<file path="src/core/pld_consts.vh">
`ifndef PLD_CONSTS_VH
`define PLD_CONSTS_VH

// ****************************************
// register word indices (byte address = 4 * index)
// ****************************************
`define PLD_IDX_LDC 6'h07
`define PLD_IDX_AEN 6'h08
`define PLD_IDX_STAT 6'h10
`define PLD_IDX_IRQ_STAT 6'h11
`define PLD_IDX_IRQ_EN 6'h12
`define PLD_IDX_IRQ_CLR 6'h13

// ****************************************
// reset values and write masks
// ****************************************
`define PLD_LDC_RST 24'h00014D
`define PLD_LDC_MASK 24'h003FCF
`define PLD_AEN_RST 24'hC1BEFF
`define PLD_IRQ_RST 3'h0

// ****************************************
// lock detect config fields
// ****************************************
`define PLD_LDC_CNT_LSB 0
`define PLD_LDC_EN_BIT 3
`define PLD_LDC_DIG_BIT 6
`define PLD_LDC_DUR_LSB 7
`define PLD_LDC_SPD_LSB 10
`define PLD_LDC_TEST_BIT 12
`define PLD_LDC_RELOCK_BIT 13

// ****************************************
// block enable fields
// ****************************************
`define PLD_AEN_BIAS_BIT 0
`define PLD_AEN_CP_BIT 1
`define PLD_AEN_PD_BIT 2
`define PLD_AEN_REFBUF_BIT 3
`define PLD_AEN_OSCBUF_BIT 4
`define PLD_AEN_PAD_BIT 5
`define PLD_AEN_HFREF_BIT 21

// ****************************************
// interrupt bits
// ****************************************
`define PLD_IRQ_GAIN_BIT 0
`define PLD_IRQ_LOST_BIT 1
`define PLD_IRQ_RELOCK_BIT 2

// ****************************************
// timing
// ****************************************
`define PLD_THR_0 17'h00005
`define PLD_THR_1 17'h00020
`define PLD_THR_2 17'h00060
`define PLD_THR_3 17'h00100
`define PLD_THR_4 17'h00200
`define PLD_THR_5 17'h00800
`define PLD_THR_6 17'h02000
`define PLD_THR_7 17'h0FFFF
`define PLD_CLK_MHZ 50
`define PLD_ANA_WIN_NS 10
`define PLD_ANA_WIN_RAW ((`PLD_ANA_WIN_NS * `PLD_CLK_MHZ) / 1000)
`define PLD_ANA_WIN_CYC ((`PLD_ANA_WIN_RAW < 1) ? 1 : `PLD_ANA_WIN_RAW)

`endif

</file>
<file path="src/core/pld_lock_enables.v">
// Operation
// - lock after coded count of in-window edges
// - detection runs only while enable bit set
// - bit six picks digital timer or one-shot
// - duration code sets 1 to 128 timer ticks
// - two-bit code sets timer clock rate
// - test bit keeps timer clock running
// - one relock attempt after failure, no retry
// - pad enable zero disables shared pin
// - pad and pin-function set: always drive
// - otherwise driver off on unmatched address
// - five bits enable analog blocks, reset one
//
// The AHB-Lite interface to the registers was left to the implementer.
`timescale 1ns/1ps
`include "pld_consts.vh"

module pld_lock_enables (
  input wire hclk, // bus and logic clock
  input wire hresetn, // async reset, active low
  input wire hsel, // slave select
  input wire [7:0] haddr, // byte address
  input wire [1:0] htrans, // transfer type
  input wire hwrite, // write when high
  input wire [2:0] hsize, // transfer size
  input wire [31:0] hwdata, // write data
  input wire hready, // bus ready
  output wire hreadyout, // slave ready
  output wire hresp, // response, always okay
  output wire [31:0] hrdata, // read data
  input wire ref_edge_in, // reference path clock pin
  input wire vco_div_in, // divided oscillator pin
  input wire pin_function_gpo, // bit 7 of pin function register
  input wire serial_addr_match, // serial bus carries our chip address
  input wire serial_readback_data, // serial readback bit
  input wire gpo_data, // general-purpose output bit
  output wire lock_serial_out_pin_o, // shared pad output value
  output wire lock_serial_out_pin_oe, // shared pad output enable
  output wire serial_readback_driver, // readback driver active
  output wire lock_detect, // lock indication
  output wire relock_request, // one-cycle relock pulse
  output wire bias_enable, // bias reference enable
  output wire charge_pump_enable, // charge pump enable
  output wire phase_detector_enable, // phase detector enable
  output wire ref_buffer_enable, // reference buffer enable
  output wire osc_buffer_enable, // oscillator rf buffer enable
  output wire high_freq_ref, // high-frequency reference handling
  output wire irq // level interrupt
);

  // ****************************************
  // declarations
  // ****************************************
  reg [23:0] ldc_r;
  reg [23:0] ldc_nxt;
  reg [23:0] aen_r;
  reg [23:0] aen_nxt;
  reg [2:0] irq_en_r;
  reg [2:0] irq_en_nxt;
  reg [2:0] irq_stat_r;
  reg [2:0] irq_stat_nxt;
  reg [2:0] irq_clr;
  reg dph_r;
  reg dph_wr_r;
  reg [5:0] dph_idx_r;
  reg [31:0] hrdata_r;
  reg [31:0] rd_nxt;
  reg ref_s1_r;
  reg ref_s2_r;
  reg ref_s3_r;
  reg vco_s1_r;
  reg vco_s2_r;
  reg vco_s3_r;
  reg [16:0] cnt_r;
  reg [16:0] cnt_nxt;
  reg lock_r;
  reg lock_nxt;
  reg lost_evt;
  reg gain_evt;
  reg relock_used_r;
  reg relock_r;
  reg relock_nxt;
  reg pad_o_r;
  reg pad_oe_r;
  reg rb_drv_r;
  wire aph;
  wire ref_rise;
  wire vco_rise;
  wire win_open;
  wire ld_en;
  wire [16:0] thr;
  wire wr_ldc;

  // ****************************************
  // edge count threshold
  // ****************************************
  function [16:0] pld_thr;
    input [2:0] code;
    begin
      case (code)
        3'h0: pld_thr = `PLD_THR_0;
        3'h1: pld_thr = `PLD_THR_1;
        3'h2: pld_thr = `PLD_THR_2;
        3'h3: pld_thr = `PLD_THR_3;
        3'h4: pld_thr = `PLD_THR_4;
        3'h5: pld_thr = `PLD_THR_5;
        3'h6: pld_thr = `PLD_THR_6;
        default: pld_thr = `PLD_THR_7;
      endcase
    end
  endfunction

  assign thr = pld_thr(ldc_r[`PLD_LDC_CNT_LSB+2:`PLD_LDC_CNT_LSB]);
  assign ld_en = ldc_r[`PLD_LDC_EN_BIT];

  // ****************************************
  // ahb-lite slave, zero wait states
  // ****************************************
  assign aph = hsel & htrans[1] & hready;
  assign hreadyout = 1'b1;
  assign hresp = 1'b0;
  assign hrdata = hrdata_r;
  assign wr_ldc = dph_r & dph_wr_r & (dph_idx_r == `PLD_IDX_LDC);

  always @* begin
    ldc_nxt = ldc_r;
    aen_nxt = aen_r;
    irq_en_nxt = irq_en_r;
    irq_clr = 3'h0;
    if (dph_r && dph_wr_r) begin
      case (dph_idx_r)
        `PLD_IDX_LDC: ldc_nxt = hwdata[23:0] & `PLD_LDC_MASK;
        `PLD_IDX_AEN: aen_nxt = hwdata[23:0];
        `PLD_IDX_IRQ_EN: irq_en_nxt = hwdata[2:0];
        `PLD_IDX_IRQ_CLR: irq_clr = hwdata[2:0];
        default: ldc_nxt = ldc_r;
      endcase
    end
  end

  // read mux on next values so a write right before a read is seen
  always @* begin
    rd_nxt = 32'h00000000;
    case (haddr[7:2])
      `PLD_IDX_LDC: rd_nxt = {8'h00, ldc_nxt};
      `PLD_IDX_AEN: rd_nxt = {8'h00, aen_nxt};
      `PLD_IDX_STAT: rd_nxt = {7'h00, cnt_nxt, 5'h00, relock_used_r, win_open, lock_nxt};
      `PLD_IDX_IRQ_STAT: rd_nxt = {29'h00000000, irq_stat_nxt};
      `PLD_IDX_IRQ_EN: rd_nxt = {29'h00000000, irq_en_nxt};
      default: rd_nxt = 32'h00000000;
    endcase
  end

  always @(posedge hclk or negedge hresetn) begin
    if (!hresetn) begin
      dph_r <= 1'b0;
      dph_wr_r <= 1'b0;
      dph_idx_r <= 6'h00;
      hrdata_r <= 32'h00000000;
      ldc_r <= `PLD_LDC_RST;
      aen_r <= `PLD_AEN_RST;
      irq_en_r <= `PLD_IRQ_RST;
      irq_stat_r <= `PLD_IRQ_RST;
    end else begin
      dph_r <= aph;
      dph_wr_r <= hwrite;
      dph_idx_r <= haddr[7:2];
      if (aph && !hwrite) begin
        hrdata_r <= rd_nxt;
      end
      ldc_r <= ldc_nxt;
      aen_r <= aen_nxt;
      irq_en_r <= irq_en_nxt;
      irq_stat_r <= irq_stat_nxt;
    end
  end

  // ****************************************
  // interrupts: set wins over clear
  // ****************************************
  always @* begin
    irq_stat_nxt = irq_stat_r & ~irq_clr;
    irq_stat_nxt[`PLD_IRQ_GAIN_BIT] = irq_stat_nxt[`PLD_IRQ_GAIN_BIT] | gain_evt;
    irq_stat_nxt[`PLD_IRQ_LOST_BIT] = irq_stat_nxt[`PLD_IRQ_LOST_BIT] | lost_evt;
    irq_stat_nxt[`PLD_IRQ_RELOCK_BIT] = irq_stat_nxt[`PLD_IRQ_RELOCK_BIT] | relock_nxt;
  end

  assign irq = |(irq_stat_r & irq_en_r);

  // ****************************************
  // pin synchronisers and edge detect
  // ****************************************
  always @(posedge hclk or negedge hresetn) begin
    if (!hresetn) begin
      ref_s1_r <= 1'b0;
      ref_s2_r <= 1'b0;
      ref_s3_r <= 1'b0;
      vco_s1_r <= 1'b0;
      vco_s2_r <= 1'b0;
      vco_s3_r <= 1'b0;
    end else begin
      ref_s1_r <= ref_edge_in;
      ref_s2_r <= ref_s1_r;
      ref_s3_r <= ref_s2_r;
      vco_s1_r <= vco_div_in;
      vco_s2_r <= vco_s1_r;
      vco_s3_r <= vco_s2_r;
    end
  end

  // both pins must toggle slower than hclk / 2 or edges are missed
  assign ref_rise = ref_s2_r & ~ref_s3_r;
  assign vco_rise = vco_s2_r & ~vco_s3_r;

  // ****************************************
  // detection window
  // ****************************************
  pld_win_timer #(
    .ANA_CYC(`PLD_ANA_WIN_CYC)
  ) u_win (
    .hclk(hclk),
    .hresetn(hresetn),
    .start(ref_rise & ld_en),
    .digital(ldc_r[`PLD_LDC_DIG_BIT]),
    .dur(ldc_r[`PLD_LDC_DUR_LSB+2:`PLD_LDC_DUR_LSB]),
    .speed(ldc_r[`PLD_LDC_SPD_LSB+1:`PLD_LDC_SPD_LSB]),
    .test_mode(ldc_r[`PLD_LDC_TEST_BIT]),
    .win_open(win_open)
  );

  // ****************************************
  // lock counting
  // ****************************************
  always @* begin
    cnt_nxt = cnt_r;
    lock_nxt = lock_r;
    lost_evt = 1'b0;
    if (!ld_en) begin
      cnt_nxt = 17'h00000;
      lock_nxt = 1'b0;
    end else if (vco_rise) begin
      if (win_open) begin
        if (cnt_r < thr) begin
          cnt_nxt = cnt_r + 17'h00001;
        end
        if (cnt_nxt >= thr) begin
          lock_nxt = 1'b1;
        end
      end else begin
        cnt_nxt = 17'h00000;
        lock_nxt = 1'b0;
        lost_evt = lock_r;
      end
    end
    gain_evt = lock_nxt & ~lock_r;
    // a config rewrite re-arms the single attempt
    relock_nxt = lost_evt & ldc_r[`PLD_LDC_RELOCK_BIT] & ~relock_used_r & ~wr_ldc;
  end

  always @(posedge hclk or negedge hresetn) begin
    if (!hresetn) begin
      cnt_r <= 17'h00000;
      lock_r <= 1'b0;
      relock_r <= 1'b0;
      relock_used_r <= 1'b0;
    end else begin
      cnt_r <= cnt_nxt;
      lock_r <= lock_nxt;
      relock_r <= relock_nxt;
      if (wr_ldc) begin
        relock_used_r <= 1'b0;
      end else if (relock_nxt) begin
        relock_used_r <= 1'b1;
      end
    end
  end

  // ****************************************
  // shared output pad
  // ****************************************
  always @(posedge hclk or negedge hresetn) begin
    if (!hresetn) begin
      pad_o_r <= 1'b0;
      pad_oe_r <= 1'b0;
      rb_drv_r <= 1'b0;
    end else begin
      pad_o_r <= pin_function_gpo ? gpo_data : serial_readback_data;
      if (!aen_r[`PLD_AEN_PAD_BIT]) begin
        pad_oe_r <= 1'b0;
        rb_drv_r <= 1'b0;
      end else if (pin_function_gpo) begin
        pad_oe_r <= 1'b1;
        rb_drv_r <= 1'b0;
      end else begin
        pad_oe_r <= serial_addr_match;
        rb_drv_r <= serial_addr_match;
      end
    end
  end

  // ****************************************
  // outputs
  // ****************************************
  assign lock_serial_out_pin_o = pad_o_r;
  assign lock_serial_out_pin_oe = pad_oe_r;
  assign serial_readback_driver = rb_drv_r;
  assign lock_detect = lock_r;
  assign relock_request = relock_r;
  assign bias_enable = aen_r[`PLD_AEN_BIAS_BIT];
  assign charge_pump_enable = aen_r[`PLD_AEN_CP_BIT];
  assign phase_detector_enable = aen_r[`PLD_AEN_PD_BIT];
  assign ref_buffer_enable = aen_r[`PLD_AEN_REFBUF_BIT];
  assign osc_buffer_enable = aen_r[`PLD_AEN_OSCBUF_BIT];
  assign high_freq_ref = aen_r[`PLD_AEN_HFREF_BIT];

endmodule // pld_lock_enables

</file>
<file path="src/core/pld_win_timer.v">
`timescale 1ns/1ps
`include "pld_consts.vh"

module pld_win_timer #(
  parameter ANA_CYC = `PLD_ANA_WIN_CYC
) (
  input wire hclk, // system clock
  input wire hresetn, // async reset, active low
  input wire start, // open a window, one-cycle pulse
  input wire digital, // 1 digital timer, 0 one-shot stand-in
  input wire [2:0] dur, // digital duration code
  input wire [1:0] speed, // timer clock rate code, 0 fastest
  input wire test_mode, // keep timer clock running
  output wire win_open // window currently open
);

  localparam integer ANA_M1_I = ANA_CYC - 1;
  localparam [7:0] ANA_M1 = ANA_M1_I[7:0];

  reg open_r;
  reg [3:0] pres_r;
  reg [7:0] ht_r;
  reg [7:0] ana_r;
  reg [7:0] len_m1;
  reg [3:0] per_m1;
  reg tick;

  // ****************************************
  // half-tick length and prescaler period
  // ****************************************
  always @* begin
    len_m1 = (8'h01 << dur) - 8'h01;
    per_m1 = (4'h1 << speed) - 4'h1;
    tick = (pres_r == per_m1);
  end

  // ****************************************
  // window timing
  // ****************************************
  always @(posedge hclk or negedge hresetn) begin
    if (!hresetn) begin
      open_r <= 1'b0;
      pres_r <= 4'h0;
      ht_r <= 8'h00;
      ana_r <= 8'h00;
    end else begin
      // free-running prescaler in test mode: window edges lose phase alignment
      if (start && !test_mode) begin
        pres_r <= 4'h0;
      end else if (open_r || test_mode) begin
        pres_r <= tick ? 4'h0 : pres_r + 4'h1;
      end
      if (start) begin
        open_r <= 1'b1;
        ht_r <= 8'h00;
        ana_r <= 8'h00;
      end else if (open_r) begin
        if (digital) begin
          if (tick) begin
            if (ht_r == len_m1) begin
              open_r <= 1'b0;
            end else begin
              ht_r <= ht_r + 8'h01;
            end
          end
        end else begin
          if (ana_r == ANA_M1) begin
            open_r <= 1'b0;
          end else begin
            ana_r <= ana_r + 8'h01;
          end
        end
      end
    end
  end

  assign win_open = open_r;

endmodule // pld_win_timer

</file>
<file path="config.mk">
export PLATFORM = sky130hd
export DESIGN_NAME = pld_lock_enables
export DESIGN_NICKNAME = d
export VERILOG_FILES = /design/src/core/pld_lock_enables.v /design/src/core/pld_win_timer.v
export VERILOG_INCLUDE_DIRS = /design/src /design/src/core
export SDC_FILE = /design/constraint.sdc
export NUM_CORES = 1
export LEC_CHECK = 0
export BUFFER_PORTS_ARGS = -buffer_cell sky130_fd_sc_hd__buf_4
export CORE_MARGIN = 2
export CORE_UTILIZATION = 40
export CTS_BUF_LIST = sky130_fd_sc_hd__clkbuf_8 sky130_fd_sc_hd__clkbuf_16
export DETAILED_ROUTE_END_ITERATION = 8
export GPL_ROUTABILITY_DRIVEN = 0
export PLACE_DENSITY_LB_ADDON = 0.25
export SYNTH_ARGS = -nofsm -noshare
export SYNTH_HDL_FRONTEND = slang
export SYNTH_SLANG_ARGS = --single-unit
</file>
<file path="constraint.sdc">
create_clock -name hclk -period 4.5 [get_ports hclk]
set_clock_uncertainty 0.1 [all_clocks]
set_input_delay 0.9 -clock hclk [delete_from_list [all_inputs] [get_ports hclk]]
set_output_delay 0.9 -clock hclk [all_outputs]
set_load 0.02 [all_outputs]
</file>
# ---- Word-level counts from Yosys, hierarchy flattened
# Index checks and enable logic that the tools add are counted.
dict set report word_totals {
  word_cells 142
  ff_bits 144
}
dict set report op_classes {
  n_reduce_logical 16
  bitwise 22
  order_cmp 2
  shift 2
  addsub 6
  mux 49
  n_eq_ne 20
}
# op count
set op_table {}
lappend op_table {{$pmux W25 S5} 1}
lappend op_table {{$mux W17} 7}
lappend op_table {{$pmux W16 S7} 1}
lappend op_table {{$mux W24} 4}
lappend op_table {{$mux W8} 9}
lappend op_table {{$eq A6 B5 Y1 const B} 5}
lappend op_table {{$mux W1} 20}
lappend op_table {{$add A17 B1 Y17 const B} 1}
lappend op_table {{$ge A17 B17 Y1} 1}
lappend op_table {{$lt A17 B17 Y1} 1}
lappend op_table {{$add A8 B1 Y8 const B} 2}
lappend op_table {{$eq A6 B3 Y1 const B} 2}
lappend op_table {{$eq A6 B4 Y1 const B} 2}
lappend op_table {{$mux W3} 4}
lappend op_table {{$mux W4} 3}
lappend op_table {{$and A1 B1 Y1} 11}
lappend op_table {{$reduce_bool A2 Y1} 5}
lappend op_table {{$eq A3 B3 Y1 const B} 3}
lappend op_table {{$eq A8 B8 Y1} 1}
lappend op_table {{$logic_not A8 Y1} 1}
lappend op_table {{$shl A1 B3 Y8 const A} 1}
lappend op_table {{$sub A8 B1 Y8 const B} 1}
lappend op_table {{$and A3 B3 Y3} 2}
lappend op_table {{$eq A3 B2 Y1 const B} 2}
lappend op_table {{16 further kinds} 27}

# ---- Logic depth before layout (Yosys ltp)
dict set report depth {
  word_depth 15
  mapped_depth 20
}

# ---- Hierarchy
# Synthesis repeated with hierarchy kept, for this count alone.
dict set report unflattened {
  cells_unflattened 693
  hier_area_um2 7382.1
}
# module area_each_um2 seq_area_each_um2 n_inst cells_per_inst
set by_module_without_submodules {}
lappend by_module_without_submodules {pld_lock_enables 5950.7 2930.3 1 540}
lappend by_module_without_submodules {pld_win_timer 1431.4 525.5 1 153}

# ---- Least setup slack after synthesis
# Ideal clock, no wire load.
dict set report synth_path {
  path_kind {reg2reg}
  from {register ldc_r[0]}
  to {register irq_stat_r[0]}
  period_less_slack_ns 4.573
  setup_slack_ns -0.073
  arrival_ns 4.363
  setup_time_ns 0.110
  stages_incl_launch_ff 18
  path_cell_list {dfstp_2 -> buf_2 -> nand3_1 -> ha_1 -> and3_1 -> a221oi_1 -> o31ai_1 -> a211oi_2 -> clkbuf_1 -> nand2_1 -> xnor2_1 -> ha_1 -> a21oi_1 -> a21boi_0 -> o31ai_1 -> a2111oi_0 -> a211oi_1 -> o41ai_1}
}
dict set report synth_between {
  elab_chain_len 14
  elab_cells_between_ends 20
}
# element line_no
set synth_rtl {}
lappend synth_rtl {{start, declared} pld_lock_enables.v:54} ;# reg [23:0] ldc_r;
lappend synth_rtl {{start signal, assigned} pld_lock_enables.v:160} ;# ldc_r <= `PLD_LDC_RST;
lappend synth_rtl {{start signal, assigned} pld_lock_enables.v:171} ;# ldc_r <= ldc_nxt;
lappend synth_rtl {{$eq A3 B3 Y1 (tied with other cells)} pld_lock_enables.v:100} ;# case (code)
lappend synth_rtl {{$pmux W16 S7 *} pld_lock_enables.v:100}
lappend synth_rtl {{$lt A17 B17 Y1} pld_lock_enables.v:243} ;# if (cnt_r < thr) begin
lappend synth_rtl {{$mux W17} pld_lock_enables.v:243}
lappend synth_rtl {{$mux W17} pld_lock_enables.v:242} ;# if (win_open) begin
lappend synth_rtl {{$mux W17} pld_lock_enables.v:241} ;# end else if (vco_rise) begin
lappend synth_rtl {{$mux W17} pld_lock_enables.v:238} ;# if (!ld_en) begin
lappend synth_rtl {{$ge A17 B17 Y1 *} pld_lock_enables.v:246} ;# if (cnt_nxt >= thr) begin
lappend synth_rtl {{$mux W1 *} pld_lock_enables.v:246}
lappend synth_rtl {{$mux W1 *} pld_lock_enables.v:242}
lappend synth_rtl {{$mux W1 *} pld_lock_enables.v:241}
lappend synth_rtl {{$mux W1 *} pld_lock_enables.v:238}
lappend synth_rtl {{$and A1 B1 Y1 *} pld_lock_enables.v:255} ;# gain_evt = lock_nxt & ~lock_r;
lappend synth_rtl {{$or A1 B1 Y1 *} pld_lock_enables.v:183} ;# irq_stat_nxt[`PLD_IRQ_GAIN_BIT] = irq_stat_nxt[`PLD_IRQ_GAIN_BIT] | gain_evt;
lappend synth_rtl {{named net irq_stat_nxt[0]} pld_lock_enables.v:61} ;# reg [2:0] irq_stat_nxt;
lappend synth_rtl {{end signal, assigned} pld_lock_enables.v:163} ;# irq_stat_r <= `PLD_IRQ_RST;
lappend synth_rtl {{end signal, assigned} pld_lock_enables.v:174} ;# irq_stat_r <= irq_stat_nxt;
lappend synth_rtl {{end, declared} pld_lock_enables.v:60} ;# reg [2:0] irq_stat_r;
# Mark *: on every way through the listed nets, which the timed path passes. The rest lies on a longest branch. The select of a mux whose other input is x is not followed.
# A chain may end at the register's enable or synchronous reset.

# ---- Worst setup path after layout
dict set report layout_path {
  from {register ldc_r[1]}
  to {register hrdata_r[0] (netlist: hrdata[0])}
}
dict set report layout_between {
  elab_chain_len 15
  elab_cells_between_ends 21
}
# element line_no
set layout_rtl {}
lappend layout_rtl {{$eq A3 B3 Y1 (tied with other cells)} pld_lock_enables.v:100}
lappend layout_rtl {{$pmux W16 S7 *} pld_lock_enables.v:100}
lappend layout_rtl {{$lt A17 B17 Y1} pld_lock_enables.v:243}
lappend layout_rtl {{$mux W17} pld_lock_enables.v:243}
lappend layout_rtl {{$mux W17} pld_lock_enables.v:242}
lappend layout_rtl {{$mux W17} pld_lock_enables.v:241}
lappend layout_rtl {{$mux W17} pld_lock_enables.v:238}
lappend layout_rtl {{$ge A17 B17 Y1 *} pld_lock_enables.v:246}
lappend layout_rtl {{$mux W1 *} pld_lock_enables.v:246}
lappend layout_rtl {{$mux W1 *} pld_lock_enables.v:242}
lappend layout_rtl {{$mux W1 *} pld_lock_enables.v:241}
lappend layout_rtl {{$mux W1 *} pld_lock_enables.v:238}
lappend layout_rtl {{$and A1 B1 Y1} pld_lock_enables.v:255}
lappend layout_rtl {{$or A1 B1 Y1} pld_lock_enables.v:183}
lappend layout_rtl {{$pmux W25 S5 *} pld_lock_enables.v:144} ;# case (haddr[7:2])
lappend layout_rtl {{end signal, assigned} pld_lock_enables.v:169} ;# hrdata_r <= rd_nxt;
lappend layout_rtl {{end, declared} pld_lock_enables.v:66} ;# reg [31:0] hrdata_r;
# Mark *: on every way between the ends. The rest lies on a longest branch, timed or not. The select of a mux whose other input is x is not followed.

==> flow_metrics.py <==
metrics = {
    "critical_path": {
        "start_kind": "flop",
        "endpoint_kind": "flop",
        "path_class": "reg2reg",
        "r2r_end": "hrdata[0]",
        "r2r_slack_ns": 0.20,
        "cp_data_required_time_ns": 4.68,
        "cp_max_fo": 14,
        "rr_startpoint": "ldc_r[1]",
        "rr_worst_depth": 19,
        "arrival_ns": 4.49,
    },
    "clocking": {
        "cts_sinks": 137,
        "cts_max_level": 4,
        "clock-root-buffer": "clkbuf_16",
        "clkLatencyLatePin_ns": 0.42,
        "cts_tree": "done",
        "worst_setup_hold_path_clk_slew_ns": 0.06,
        "holdBufCountCts": 0,
        "cts_max_path_buffers": 2,
        "numCtsBuffers": 17,
    },
    "synthesis": {
        "ys_seq_area_frac": 0.444,
        "yosysUniqueCellTypes": 72,
        "synth_area_um2": 7790,
        "yosys_warnings": 0,
        "ys.flop_type": "dfrtp_1",
        "synth_edf_count": 0,
        "synth_seq_cells": 137,
        "async_flop_share": 1.00,
        "synthesis.instances": 779,
        "postSynthAreaPerCell_um2": 10.0,
    },
    "floorplanning": {
        "die_w_um": 144,
        "die_area_um2": 20600,
        "die_h_um": 144,
        "initial_core_util": 0.404,
        "ioPinCount": 102,
        "core-area_um2": 19300,
        "row_count": 51,
    },
    "routing": {
        "avgViaCountPerCell": 5.56,
        "wire_per_inst_um": 17.9,
        "drtIter0Drc": 290,
        "vias": 6308,
        "wl_met2_um": 9700,
        "drt-total-wl_um": 20300,
        "routed.top_layer": "met4",
        "drtPass1Iterations": 5,
        "met3_length_um": 688,
        "met1_length_um": 9700,
        "route.detailed.drc": 0,
        "ant_nets": 0,
    },
    "grt": {
        "grt_max_degree": 88,
        "grt_usage": 0.205,
        "grt_overflow": 0,
        "grt_pass1_vias": 6102,
        "grt_pass1_wl_um": 32900,
        "grt_antenna_before_repair": 0,
    },
    "power": {
        "power.density_nw_per_um2": 298,
        "p_leak_nw": 4.33,
        "peakVddDrop_uv": 219,
    },
    "hold_path": {
        "worst_hold_path.endpoint": "vco_s2_r",
        "hold_depth": 0,
        "hp-start": "vco_s1_r",
        "hold_path.class": "reg2reg",
    },
    "timing": {
        "rsz0062_at_grt": "yes",
        "max_freq_mhz": 232,
        "slew_headroom": 0.280,
        "setup_ws_ns": 0.198,
        "finalHoldViolCount": 0,
        "final-setup-viol-count": 0,
        "setup_tns_ns": 0,
        "drv_slew": 0,
        "tightest_slew_ns": 1.07,
        "period_share": 0.956,
        "final.min_clock_period_ns": 4.30,
    },
    "cells_and_area": {
        "diodes": 0,
        "num-nets-final": 950,
        "area_growth_pct": 19.9,
        "drive_above_1_share": 0.255,
    },
    "placement": {
        "dp_hpwl_um": 14300,
        "numPortBuffers": 78,
        "dp_slack_ns": 0.0436,
    },
    "status": {
        "status": "complete, no violations",
    },
    "job": {
        "maxCapViolCount": 0,
    },
}
[state kept, by name (all words and copies together), names as in the netlist, 3 cells and up]
| register | cells |
|---|---|
| u_win.pres_r | 4 |
| u_win.ana_r | 8 |
| irq_en_r | 3 |
| u_win.ht_r | 8 |
| aen_r | 24 |
| irq_stat_r | 3 |
| hrdata | 25 |
| ldc_r | 24 |
| dph_idx_r | 6 |
| cnt_r | 17 |
[metrics by stage]
stage | hold WS [ns] | util | area, um2 | instances | power (mW)
floorplan | 0.231 | - | 7820 | 786 | 1.38
global placement | 0.234 | 0.451 | 8700 | 1099 | 1.48
detailed placement | 0.237 | 0.451 | 8700 | 1099 | 1.48
CTS | 0.251 | 0.480 | 9250 | 1130 | 2.81
global route | 0.258 | 0.485 | 9340 | 1135 | 2.89
finish | 0.248 | 0.485 | 9340 | 1135 | 2.79
[how the worst max path moves through the flow]
| stage | from | to | slack [ns] | cells after the start |
|---|---|---|---|---|
| 6_report | ldc_r[1] | hrdata[0] | 0.20 | 19 |
| 4_1_cts | ldc_r[2] | hrdata[0] | -0.01 | 18 |
| 2_1_floorplan | ldc_r[0] | irq_stat_r[0] | 0.18 | 17 |
| 3_5_place_dp | ldc_r[2] | irq_stat_r[0] | 0.04 | 18 |
| 3_3_place_gp | ldc_r[0] | irq_stat_r[0] | 0.05 | 17 |
| 5_1_grt | ldc_r[1] | irq_stat_r[0] | -0.03 | 19 |
[kinds of logic after synthesis]
group	after synthesis	share of synthesized area
mux	54	0.0755
simple gates	280	0.193
buf+inv	70	0.0416
xor+xnor	31	0.0348
compound gates	169	0.153
flops	137	0.444
other cells	2	0.000964
fa+ha+maj	36	0.0578
[per-layer routing]
metal | global-route usage | vias to the layer above
met5 | 0 | -
met1 | 0.291 | 3155
met2 | 0.325 | 116
li1 | - | 3026
met3 | 0.0370 | 11
met4 | 0.0490 | 0
[critical path: stages (launching register included)]
cell and delay [ns]:
dfrtp_2 0.47, or3_4 0.43, nand2_1 0.10, inv_1 0.07, ha_1 0.30, a21o_1 0.17
nand3_1 0.12, o211ai_4 0.14, a211oi_4 0.31, buf_12 0.18, buf_4 0.18, nand4_1 0.15
xnor2_2 0.17, ha_1 0.29, a21o_1 0.17, a211oi_2 0.21, o21ai_0 0.11, a211oi_1 0.22
buf_4 0.16, o21ai_0 0.09
[area by class of cell]
type | instances | area (um2)
clock inverters | 12 | 103
well taps | 265 | 332
multi-input cells | 579 | 4110
clock buffers | 19 | 453
inverters | 14 | 52.6
flip-flops and latches | 137 | 3460
fillers | 1848 | 9930
repair buffers | 109 | 835
[cells in the final DEF (no fill, tap or decap), types with 4 or more instances in the layout]
master     count
and3b_1        6
o41ai_1        4
nor4_1         5
clkbuf_16     17
nand2b_1       7
nor3_1         9
nor3b_1        4
inv_1         15
conb_1         9
buf_4        107
nor2_1        33
o21ai_0       36
o21a_1         4
or4_1         11
a22o_1        12
and3_1        22
o31ai_1       10
dfrtp_1      114
or3_1          6
nand2_1       82
a2111oi_0      4
a21oi_1       32
nor2b_1       15
clkinv_2       4
a22oi_1       11
xor2_1         7
o311ai_0       4
dfstp_2       22
a2111o_1       4
nand4_1       21
o211ai_1       5
a31oi_1        5
xnor2_1       23
nand3b_1       6
ha_1          36
mux2_2        38
mux2i_1       16
nand3_1       31
a21o_1         7
[cell usage after synthesis (21+ instances only)]
master	number	share of area
dfrtp_1	115	0.37
clkbuf_1	36	0.017
nand2_1	82	0.040
mux2_2	38	0.055
o21ai_0	37	0.024
xnor2_1	24	0.027
nand4_1	21	0.017
a21oi_1	32	0.021
ha_1	36	0.058
nor2_1	34	0.016
dfstp_2	22	0.074
and3_1	22	0.018
nand3_1	32	0.021
[power by group]
| part | internal (mW) | switching (mW) | leakage, nW |
|---|---|---|---|
| Clock | 0.782 | 0.538 | 0.272 |
| Combinational | 0.0760 | 0.117 | 2.27 |
| Sequential | 1.26 | 0.0156 | 1.78 |
| Total | 2.11 | 0.671 | 4.33 |
[repair_timing]
action,in CTS,in global routing
setup buffers,0,5
resized for setup,0,12
pin swaps,0,2
endpoints found under the setup margin,1,3
Note: power is estimated with default switching activity, not from simulation.
